File: config.mk
export PLATFORM = sky130hd
export DESIGN_NAME = slbe_exec
export DESIGN_NICKNAME = d
export VERILOG_FILES = /design/src/rtl/slbe_exec.v
export VERILOG_INCLUDE_DIRS = /design/src /design/src/include
export SDC_FILE = /design/constraint.sdc
export NUM_CORES = 2
export LEC_CHECK = 0
export ABC_AREA = 1
export BUFFER_PORTS_ARGS = -buffer_cell sky130_fd_sc_hd__buf_2
export CAP_MARGIN = 20
export CORE_ASPECT_RATIO = 0.75
export CORE_MARGIN = 1.5
export CORE_UTILIZATION = 30
export DETAILED_ROUTE_END_ITERATION = 10
export HOLD_SLACK_MARGIN = 0.12
export PLACE_DENSITY = 0.42
export SYNTH_ARGS = -nofsm -noshare
export SYNTH_HDL_FRONTEND = slang
export SYNTH_SLANG_ARGS = --single-unit
File: constraint.sdc
create_clock -name clk_sys_in -period 18.6 [get_ports clk_sys_in]
set_input_delay 0.93 -clock clk_sys_in [delete_from_list [all_inputs] [get_ports clk_sys_in]]
set_output_delay 0.93 -clock clk_sys_in [all_outputs]
set_load 0.05 [all_outputs]
File: src/include/slbe_defines.vh
// constants for the shift, logic and branch execution block
// assumes a 24-bit core word and a single core clock
// Overview of operation
// (RULE1) immediate AND into selected control register
// (RULE2) flags change only for condition code target
// (RULE3) clear each flag where immediate bit zero
// (RULE4) single left shift: msb to carry, zero in
// (RULE5) multi left shift: last out bit to carry
// (RULE6) count from 6-bit immediate or register bits
// (RULE7) zero shift count clears carry
// (RULE8) overflow if bit 55 changes during shift
// (RULE9) left shift covers all 56 bits
// (RULE10) single right shift: lsb to carry, msb kept
// (RULE11) multi right shift: sign fill, last out carry
// (RULE12) right shift 56 bits, 40 in sixteen-bit mode
// (RULE13) software keeps right count within operand width
// (RULE14) right shift always clears overflow
// (RULE15) other flags follow usual definitions
// (RULE16) branch taken adds displacement, else pc plus one
// (RULE17) long displacement is signed 24-bit
// (RULE18) short 9-bit displacement sign-extended
// (RULE19) register displacement from one of eight
// (RULE20) n top bit, z all zero, l sticky
`ifndef SLBE_DEFINES_VH
`define SLBE_DEFINES_VH
// register bus word indices
`define SLBE_ADR_STATUS 5'h00
`define SLBE_ADR_OPMODE 5'h01
`define SLBE_ADR_PC 5'h02
`define SLBE_ADR_A0 5'h03
`define SLBE_ADR_A1 5'h04
`define SLBE_ADR_A2 5'h05
`define SLBE_ADR_B0 5'h06
`define SLBE_ADR_B1 5'h07
`define SLBE_ADR_B2 5'h08
`define SLBE_ADR_X0 5'h09
`define SLBE_ADR_R0 5'h10
// status word fields
`define SLBE_SA_BIT 17
`define SLBE_ST_WRMASK 24'h02FFFF
// flag positions in the condition code byte
`define SLBE_F_C 0
`define SLBE_F_V 1
`define SLBE_F_Z 2
`define SLBE_F_N 3
`define SLBE_F_U 4
`define SLBE_F_E 5
`define SLBE_F_L 6
// operations
`define SLBE_OP_AND_IMMEDIATE_CTRL 3'h1
`define SLBE_OP_ASL 3'h2
`define SLBE_OP_ASR 3'h3
`define SLBE_OP_BRA 3'h4
// immediate AND targets
`define SLBE_T_MODE 2'h0
`define SLBE_T_CCR 2'h1
`define SLBE_T_OPMODE 2'h2
// branch forms
`define SLBE_B_LONG 2'h0
`define SLBE_B_SHORT 2'h1
`define SLBE_B_REG 2'h2
// shift widths
`define SLBE_MSB 55
`define SLBE_SA_LSB 16
`endif

File: src/rtl/slbe_exec.v
// shift, logic and branch execution unit with its accumulators and control registers
// assumes decoded instructions from same-clock decode logic, one per valid cycle
//
// The register offsets and strobed register access were left to the implementer.
`timescale 1ns/1ps
`include "slbe_defines.vh"
module slbe_exec (
   input wire clk_sys_in,
   input wire rst_in,
   input wire [4:0] reg_addr_in,
   input wire [23:0] reg_wdata_in,
   input wire reg_wr_in,
   input wire reg_rd_in,
   output reg [23:0] reg_rdata_out,
   input wire exec_valid_in,
   input wire [2:0] exec_op_in,
   input wire [7:0] exec_imm_in,
   input wire [1:0] exec_target_in,
   input wire exec_multi_in,
   input wire exec_cnt_from_reg_in,
   input wire [2:0] exec_cnt_reg_in,
   input wire exec_src_acc_in,
   input wire exec_dst_acc_in,
   input wire [1:0] exec_bra_form_in,
   input wire exec_cond_true_in,
   input wire [23:0] exec_long_disp_in,
   input wire [8:0] exec_short_disp_in,
   input wire [2:0] address_reg_sel_in,
   output reg exec_done_out,
   output reg [23:0] pc_out,
   output reg [23:0] status_reg_out
);

////////////////////////////////////////////////////////////////////////////////
// architectural state

reg [23:0] status_reg;
reg [23:0] operating_mode_reg;
reg [23:0] pc;
reg [55:0] acc_a;
reg [55:0] acc_b;
reg [23:0] xy_reg [0:3];
reg [23:0] addr_reg [0:7];
integer k;

wire [7:0] cond_code_reg = status_reg[7:0];
wire [7:0] mode_reg = status_reg[15:8];
wire sixteen_bit_arith_flag = status_reg[`SLBE_SA_BIT];

////////////////////////////////////////////////////////////////////////////////
// shift operand and count

reg [55:0] shift_src;
reg [23:0] cnt_word;
reg [5:0] shift_cnt;

always @*
begin
   shift_src = exec_src_acc_in ? acc_b : acc_a;
   if (!exec_multi_in)
   begin
      shift_src = exec_dst_acc_in ? acc_b : acc_a;
   end
   case (exec_cnt_reg_in)
      3'h0: cnt_word = xy_reg[0];
      3'h1: cnt_word = xy_reg[1];
      3'h2: cnt_word = xy_reg[2];
      3'h3: cnt_word = xy_reg[3];
      3'h4: cnt_word = acc_a[47:24];
      3'h5: cnt_word = acc_b[47:24];
      default: cnt_word = 24'h000000;
   endcase
   if (!exec_multi_in)
   begin
      shift_cnt = 6'h01;
   end
   else if (exec_cnt_from_reg_in)
   begin
      shift_cnt = cnt_word[5:0]; // [RULE6]
   end
   else
   begin
      shift_cnt = exec_imm_in[5:0]; // [RULE6]
   end
end

////////////////////////////////////////////////////////////////////////////////
// left shift overflow: any bit among the top count+1 differing from bit 55

wire [55:0] ovf_bit;
genvar gi;
generate
   for (gi = 0; gi < 56; gi = gi + 1)
   begin : g_ovf
      localparam [6:0] POS = gi;
      assign ovf_bit[gi] = (({1'b0, shift_cnt} + POS) >= 7'd55) &
         (shift_src[gi] ^ shift_src[`SLBE_MSB]); // [RULE8]
   end
endgenerate

////////////////////////////////////////////////////////////////////////////////
// shifters

wire [119:0] asl_wide = {63'h0, 1'b0, shift_src} << shift_cnt; // [RULE9]
wire [55:0] asl_res = asl_wide[55:0]; // [RULE4] [RULE5]
wire asl_carry = (shift_cnt != 6'h00) & asl_wide[56]; // [RULE5] [RULE7]
wire asl_ovf = (shift_cnt != 6'h00) & (|ovf_bit); // [RULE8]

wire signed [56:0] asr_ext56 = {shift_src, 1'b0};
wire signed [56:0] asr_sh56 = asr_ext56 >>> shift_cnt; // [RULE11]
wire signed [40:0] asr_ext40 = {shift_src[55:16], 1'b0};
wire signed [40:0] asr_sh40 = asr_ext40 >>> shift_cnt; // [RULE12]

reg [55:0] asr_res;
reg asr_carry;

always @*
begin
   if (sixteen_bit_arith_flag)
   begin
      asr_res = {asr_sh40[40:1], 16'h0000}; // [RULE12]
      asr_carry = asr_sh40[0];
   end
   else
   begin
      asr_res = asr_sh56[56:1]; // [RULE10] [RULE11]
      asr_carry = asr_sh56[0];
   end
   if (shift_cnt == 6'h00)
   begin
      asr_carry = 1'b0; // [RULE7]
   end
end

////////////////////////////////////////////////////////////////////////////////
// flag update for shifts

reg [55:0] sh_res;
reg sh_carry;
reg sh_ovf;
reg [7:0] sh_ccr;

always @*
begin
   if (exec_op_in == `SLBE_OP_ASL)
   begin
      sh_res = asl_res;
      sh_carry = asl_carry;
      sh_ovf = asl_ovf;
   end
   else
   begin
      sh_res = asr_res;
      sh_carry = asr_carry;
      sh_ovf = 1'b0; // [RULE14]
   end
   sh_ccr = cond_code_reg;
   sh_ccr[`SLBE_F_C] = sh_carry;
   sh_ccr[`SLBE_F_V] = sh_ovf;
   sh_ccr[`SLBE_F_Z] = (sh_res == 56'h0); // [RULE15] [RULE20]
   sh_ccr[`SLBE_F_N] = sh_res[`SLBE_MSB]; // [RULE20]
   sh_ccr[`SLBE_F_U] = ~(sh_res[47] ^ sh_res[46]); // [RULE15]
   sh_ccr[`SLBE_F_E] = ~((&sh_res[55:47]) | ~(|sh_res[55:47])); // [RULE15]
   sh_ccr[`SLBE_F_L] = cond_code_reg[`SLBE_F_L] | sh_ovf; // [RULE20]
end

////////////////////////////////////////////////////////////////////////////////
// branch target

reg [23:0] bra_disp;
reg [23:0] next_pc;

always @*
begin
   case (exec_bra_form_in)
      `SLBE_B_LONG: bra_disp = exec_long_disp_in; // [RULE17]
      `SLBE_B_SHORT: bra_disp = {{15{exec_short_disp_in[8]}}, exec_short_disp_in}; // [RULE18]
      `SLBE_B_REG: bra_disp = addr_reg[address_reg_sel_in]; // [RULE19]
      default: bra_disp = 24'h000000;
   endcase
   if (exec_cond_true_in)
   begin
      next_pc = pc + bra_disp; // [RULE16] [RULE17]
   end
   else
   begin
      next_pc = pc + 24'h000001; // [RULE16]
   end
end

////////////////////////////////////////////////////////////////////////////////
// state update: execution wins over a bus write in the same cycle

always @(posedge clk_sys_in or posedge rst_in)
begin
   if (rst_in)
   begin
      status_reg <= 24'h000000;
      operating_mode_reg <= 24'h000000;
      pc <= 24'h000000;
      acc_a <= 56'h0;
      acc_b <= 56'h0;
      for (k = 0; k < 4; k = k + 1)
      begin
         xy_reg[k] <= 24'h000000;
      end
      for (k = 0; k < 8; k = k + 1)
      begin
         addr_reg[k] <= 24'h000000;
      end
   end
   else
   begin
      if (reg_wr_in)
      begin
         case (reg_addr_in)
            `SLBE_ADR_STATUS: status_reg <= reg_wdata_in & `SLBE_ST_WRMASK;
            `SLBE_ADR_OPMODE: operating_mode_reg <= reg_wdata_in;
            `SLBE_ADR_PC: pc <= reg_wdata_in;
            `SLBE_ADR_A0: acc_a[23:0] <= reg_wdata_in;
            `SLBE_ADR_A1: acc_a[47:24] <= reg_wdata_in;
            `SLBE_ADR_A2: acc_a[55:48] <= reg_wdata_in[7:0];
            `SLBE_ADR_B0: acc_b[23:0] <= reg_wdata_in;
            `SLBE_ADR_B1: acc_b[47:24] <= reg_wdata_in;
            `SLBE_ADR_B2: acc_b[55:48] <= reg_wdata_in[7:0];
            5'h09: xy_reg[0] <= reg_wdata_in;
            5'h0A: xy_reg[1] <= reg_wdata_in;
            5'h0B: xy_reg[2] <= reg_wdata_in;
            5'h0C: xy_reg[3] <= reg_wdata_in;
            default:
            begin
               if (reg_addr_in[4:3] == 2'h2)
               begin
                  addr_reg[reg_addr_in[2:0]] <= reg_wdata_in;
               end
            end
         endcase
      end
      if (exec_valid_in)
      begin
         case (exec_op_in)
            `SLBE_OP_AND_IMMEDIATE_CTRL:
            begin
               case (exec_target_in)
                  `SLBE_T_MODE: status_reg[15:8] <= mode_reg & exec_imm_in; // [RULE1] [RULE2]
                  `SLBE_T_CCR: status_reg[7:0] <= cond_code_reg & exec_imm_in; // [RULE1] [RULE3]
                  `SLBE_T_OPMODE:
                  begin
                     operating_mode_reg[7:0] <= operating_mode_reg[7:0] & exec_imm_in; // [RULE1]
                  end
                  default:
                  begin
                     status_reg <= status_reg;
                  end
               endcase
            end
            `SLBE_OP_ASL, `SLBE_OP_ASR:
            begin
               status_reg[7:0] <= sh_ccr; // [RULE15]
               if (exec_dst_acc_in)
               begin
                  acc_b <= sh_res;
               end
               else
               begin
                  acc_a <= sh_res;
               end
            end
            `SLBE_OP_BRA:
            begin
               pc <= next_pc; // [RULE16]
            end
            default:
            begin
               pc <= pc;
            end
         endcase
      end
   end
end

////////////////////////////////////////////////////////////////////////////////
// read port and outputs

reg [23:0] next_rdata;

always @*
begin
   next_rdata = 24'h000000;
   case (reg_addr_in)
      `SLBE_ADR_STATUS: next_rdata = status_reg;
      `SLBE_ADR_OPMODE: next_rdata = operating_mode_reg;
      `SLBE_ADR_PC: next_rdata = pc;
      `SLBE_ADR_A0: next_rdata = acc_a[23:0];
      `SLBE_ADR_A1: next_rdata = acc_a[47:24];
      `SLBE_ADR_A2: next_rdata = {16'h0000, acc_a[55:48]};
      `SLBE_ADR_B0: next_rdata = acc_b[23:0];
      `SLBE_ADR_B1: next_rdata = acc_b[47:24];
      `SLBE_ADR_B2: next_rdata = {16'h0000, acc_b[55:48]};
      5'h09: next_rdata = xy_reg[0];
      5'h0A: next_rdata = xy_reg[1];
      5'h0B: next_rdata = xy_reg[2];
      5'h0C: next_rdata = xy_reg[3];
      default:
      begin
         if (reg_addr_in[4:3] == 2'h2)
         begin
            next_rdata = addr_reg[reg_addr_in[2:0]];
         end
      end
   endcase
end

always @(posedge clk_sys_in or posedge rst_in)
begin
   if (rst_in)
   begin
      reg_rdata_out <= 24'h000000;
      exec_done_out <= 1'b0;
      pc_out <= 24'h000000;
      status_reg_out <= 24'h000000;
   end
   else
   begin
      reg_rdata_out <= reg_rd_in ? next_rdata : 24'h000000;
      exec_done_out <= exec_valid_in;
      pc_out <= pc;
      status_reg_out <= status_reg;
   end
end

endmodule

# Yosys cells after proc, flatten, opt, wreduce, memory -nomap -nowiden
# Cells that the tools add are included.
# totals
regBits,545
elab_cells,378
input_bits,93
# op_classes
shifts,3
muxes,57
n_addsub,56
n_eq_ne,31
order_cmp,58
n_reduce_logical,24
n_bitwise,124
# op_table
op,n
56-bit 2-to-1 mux,13
24-bit 2-to-1 mux,18
"7-bit by 6-bit greater-or-equal comparator with 1-bit output, second input constant",54
24-bit case mux with 13 select lines,1
192-bit bitwise mux,1
"6-bit by 6-bit adder with 7-bit output, second input constant",23
24-bit binary-select mux with 3-bit select,2
"6-bit by 5-bit adder with 7-bit output, second input constant",16
24-bit demux with 3-bit select,1
24-bit case mux with 3 select lines,1
8-bit 2-to-1 mux,8
1-bit AND,57
56-bit by 6-bit << shifter with 57-bit output,1
57-bit by 6-bit >>> shifter with 57-bit output,1
"6-bit by 4-bit adder with 7-bit output, second input constant",8
56-bit logical NOT,1
1-bit bitwise XOR,56
55-bit OR reduction,1
24-bit case mux with 2 select lines,1
8-bit case mux with 2 select lines,3
41-bit by 6-bit >>> shifter with 41-bit output,1
6-bit case mux with 6 select lines,1
"6-bit by 3-bit adder with 7-bit output, second input constant",4
"5-bit by 4-bit == test with 1-bit output, second input constant",5
other kinds (39),75

# Logic depth before layout (Yosys ltp)
# logic_depth
depth_word,13
mapped_depth,37
ltp_nobuf,34

# Worst setup path after synthesis
# OpenSTA, ideal clock, no wires.
# synth_timing
path_type,in2reg
from,input port address_reg_sel_in[0]
to,register pc[21]
setup_ps,130
required_ps,18470
path_slack_ps,13596
n_path_buf,4
path_stages,28
arrival_ps,4874
path_cell_list,clkbuf_1 -> clkbuf_1 -> clkbuf_1 -> clkbuf_1 -> a21oi_1 -> o21ai_0 -> o21ai_0 -> o221ai_1 -> a31oi_1 -> ha_1 -> a21o_1 -> a31oi_1 -> o21ai_0 -> nand3_1 -> nand2_1 -> nand2_1 -> nand2_1 -> nand2_1 -> nand2_1 -> a21oi_1 -> o21ai_0 -> a21boi_0 -> o21ai_0 -> a21boi_0 -> or2_2 -> nand3_1 -> nand2_1 -> o21ai_0
# synth_via
elab_chain_len,9
# synth_rtl
item,line_no,text
start: declaration,slbe_exec.v:28,"input wire [2:0] address_reg_sel_in,"
3-bit NOT with 4-bit output (not written as such),slbe_exec.v:178,`SLBE_B_REG: bra_disp = addr_reg[address_reg_sel_in];
24-bit binary-select mux with 3-bit select,slbe_exec.v:178,
24-bit 2-to-1 mux (not written as such) (2 in series),slbe_exec.v:178,
24-bit case mux with 3 select lines,slbe_exec.v:175,case (exec_bra_form_in)
24-bit adder,slbe_exec.v:183,next_pc = pc + bra_disp;
24-bit 2-to-1 mux,slbe_exec.v:181,if (exec_cond_true_in)
24-bit case mux with 2 select lines,slbe_exec.v:241,case (exec_op_in)
24-bit 2-to-1 mux,slbe_exec.v:239,if (exec_valid_in)
end signal: assignment,slbe_exec.v:219,`SLBE_ADR_PC: pc <= reg_wdata_in;
end signal: assignment,slbe_exec.v:271,pc <= next_pc;
end signal: assignment,slbe_exec.v:275,pc <= pc;
end: declaration,slbe_exec.v:39,reg [23:0] pc;
# Every way passes these cells. The select of a mux whose other input is x is not followed.
# A chain may end at the register's enable or synchronous reset.

# Final worst setup path
# layout_timing
from,input port exec_src_acc_in
to,register status_reg[2]
# layout_via
elab_chain_len,8
elab_cells_between_ends,10
cone_classes,shift: 3; mux: 6; reduce/logical: 1
# layout_rtl
item,line_no,text
start: declaration,slbe_exec.v:22,"input wire exec_src_acc_in,"
56-bit 2-to-1 mux *,slbe_exec.v:59,shift_src = exec_src_acc_in ? acc_b : acc_a;
56-bit 2-to-1 mux *,slbe_exec.v:60,if (!exec_multi_in)
57-bit by 6-bit >>> shifter with 57-bit output / 41-bit by 6-bit >>> shifter with 41-bit output (equally long branches),"slbe_exec.v:110, slbe_exec.v:112",
56-bit 2-to-1 mux,slbe_exec.v:119,if (sixteen_bit_arith_flag)
56-bit 2-to-1 mux *,slbe_exec.v:145,if (exec_op_in == `SLBE_OP_ASL)
56-bit logical NOT *,slbe_exec.v:160,sh_ccr[`SLBE_F_Z] = (sh_res == 56'h0);
8-bit case mux with 2 select lines *,slbe_exec.v:241,
24-bit 2-to-1 mux *,slbe_exec.v:239,
end signal: assignment,slbe_exec.v:246,`SLBE_T_CCR: status_reg[7:0] <= cond_code_reg & exec_imm_in;
end signal: assignment,slbe_exec.v:253,status_reg <= status_reg;
end signal: assignment,slbe_exec.v:259,status_reg[7:0] <= sh_ccr;
end: declaration,slbe_exec.v:37,reg [23:0] status_reg;
# Mark *: on every way between the ends. The rest lies on a longest branch, timed or not.

==> out/qor.txt <==
number of antenna violations at the first check in global routing -> 26
Final Max Tran Viols -> 0
CP Capture Type -> flop
Die Y -> 319 um
leak pwr -> 20.9 nW
Max-Cap Viols -> 0
most common cell in the netlist -> nand2_1
Nets -> 6068
die area -> 0.136 mm^2
final period utilization -> 33.5%
fillers -> 14500
Syn Inst Count -> 5994
Max Root-Sink Buffers -> 3
TritonCTS clock tree -> done
Final min period -> 6220 ps
DRC viols -> 0
status -> finished clean
H-tree levels -> 2
vias in the first global route -> 39700
Core Area -> 0.132 mm^2
GRT overflow -> 0
register bit count reported by yosys -> 531
top-area cell type share of the netlist area -> 33.2%
total global-route track usage -> 32.5%
Max Freq -> 0.161 GHz
pin count of the biggest net entering global routing -> 134
Avg Inst Size Synth -> 6.68 um^2
RSZ-0062 raised after global routing -> false
Distinct cells, synth -> 68
Cell Rows -> 115
clk slew on worst S/H paths -> 70 ps
Hold Buf Count CTS -> 0
R2R cell count -> 24
Max IR drop VDD -> 0.0000731 V
WL per Instance -> 29.5 um
Layout Skew -> 19.0 ps
clk_lat worst skew -> 640 ps
mapped cell area -> 0.0400 mm^2
CTS root buf -> clkbuf_16
Yosys top cell by area -> dfrtp_1
DRT iter0 DRCs -> 7520
Critical Path Source Type -> input pin
power density over cell area -> 109 mW/mm^2
final antenna-violating net count -> 0
final setup fails -> 0
register area share after synthesis -> 33.2%
total setup buffers inserted after CTS -> 0
number of synthesized flops with an enable pin -> 0
post-synthesis async set-or-reset flop share -> 100%
max reg flops -> 192
critical path fanouts, max -> 63
Die W -> 425 um
I/O Buffers -> 158
slowest CP cell -> a22oi_1
First-pass DRT Iterations -> 8
Worst path most repeated cell -> nand2_1
TNS Setup -> 0 ps
Initial Util -> 30.4%
Worst-Margin Slew -> 1470 ps
CP max stage delay -> 1160 ps
Post-CTS Resized -> 0
drt via density -> 5.90
IO Count -> 166
Crit Path Category -> input pin to flop
Slew HR -> 2.15%
most common flop cell mapped by yosys -> dfrtp_1
CP Data Required Time -> 19180 ps
worst hold path class -> flop to flop
top cells by area, synth -> dfrtp_1 33%, nand2_1 13%, nand3_1 10%
first-pass GRT wire length -> 318000 um
Worst EP arrival -> 6800 ps
Total Routed Length -> 228000 um
ratio of cells with drive above 1 in the final layout -> 8.56%
RePlAce Congestion -> 1.02
top cells by count, synth -> 1431 x nand2_1, 807 x nand3_1, 746 x o21ai_0
WHS Path Cells -> 0
CTS Buf Count -> 54
DP Wirelength -> 171000 um
area grow syn2layout -> 10.4%
YS warnings -> 0
final hold vios -> 0
clock sinks -> 531
vias -> 45500
Final Power -> 4.84 mW
==> logic make-up (layout without fill, tap and decap cells) <==
group	after synthesis	in the layout	synth area share, %
other cells	1	16	0.00937
buf+inv	1021	980	10.5
xor+xnor	95	95	2.08
simple gates	2651	2651	28.8
flops	531	531	33.2
mux	5	5	0.125
compound gates	1632	1632	23.5
fa+ha+maj	58	58	1.83
==> per-stage QoR <==
stage | hold slack, ps | std cells | worst slack (ps) | area (um^2) | util (%)
floorplan | 354 | 6000 | 2830 | 40100 | -
global placement | 364 | 7601 | 12140 | 42200 | 32.0
detailed placement | 372 | 7604 | 12060 | 42200 | 32.0
CTS | 386 | 7702 | 12700 | 44000 | 33.4
global route | 400 | 7715 | 12060 | 44200 | 33.5
finish | 381 | 7723 | 12380 | 44200 | 33.5
==> per-layer routing <==
metal,up-vias,GRT usage (%),share of wire (%)
li1,20200,-,-
met1,22400,53.2,49
met2,2707,39.8,36
met3,214,10.8,13
met4,16,4.88,1.6
met5,-,0,0.050
==> final cells by class <==
class,count,area (um^2),area share [%]
Antenna cell,9,22.5,0.0509
Clock buffer,81,1590,3.61
Clock inverter,17,193,0.436
Inverter,579,2190,4.95
Multi-Input combinational cell,4448,22700,51.4
Sequential cell,531,13300,30.1
Tap cell,1755,2200,4.97
Timing Repair Buffer,303,2020,4.57
==> worst paths after layout <==
kind                                  from           endpoint  slack (ps)
max                        exec_src_acc_in      status_reg[2]       12380
min                          status_reg[9]  status_reg_out[9]         380
max in group asynchronous           rst_in       addr_reg[44]       15260
max reg2reg                      xy_reg[0]      status_reg[1]       12880
min reg2reg                  status_reg[9]  status_reg_out[9]         380
min in group asynchronous           rst_in         pc_out[16]         400
==> worst max-delay path: cells and delay by family <==
family	cells	cell delay, ps
AO/OA/AOI/OAI	5	2150
adder cells (fa/ha/maj)	1	270
buffers and inverters	4	1320
AND/OR/NAND/NOR	15	2040
==> cell usage in the layout (no fill, tap or decap), types with 9 or more instances in the layout <==
master     count
a2111oi_0     14
a21oi_1      400
a221oi_1      68
a22o_1        29
a22oi_1       41
a311oi_1       9
a31oi_1       45
buf_2        157
buf_4        135
clkbuf_1      14
clkbuf_16     55
clkbuf_8      12
clkinv_1       9
clkinv_2      12
dfrtp_1      531
diode_2        9
ha_1          57
inv_1        552
inv_2         13
nand2_1     1422
nand2_2       13
nand3_1      805
nand3_2       36
nand3_4        9
nand4_1       18
nor2_1       254
nor2_2        11
nor3_1        37
o2111ai_1     15
o211ai_1      63
o21ai_0      746
o21ai_1       23
o221ai_1      25
o22ai_1      110
or2_2          9
xnor2_1       29
xor2_1        66
==> power breakdown <==
group	leakage (nW)	internal (mW)	total (mW)	switching [mW]
registers	6.51	1.42	1.65	0.235
logic	13.5	0.530	2.03	1.50
clock network	0.889	0.645	1.16	0.519
No activity file was read; power rests on OpenSTA's default activity.
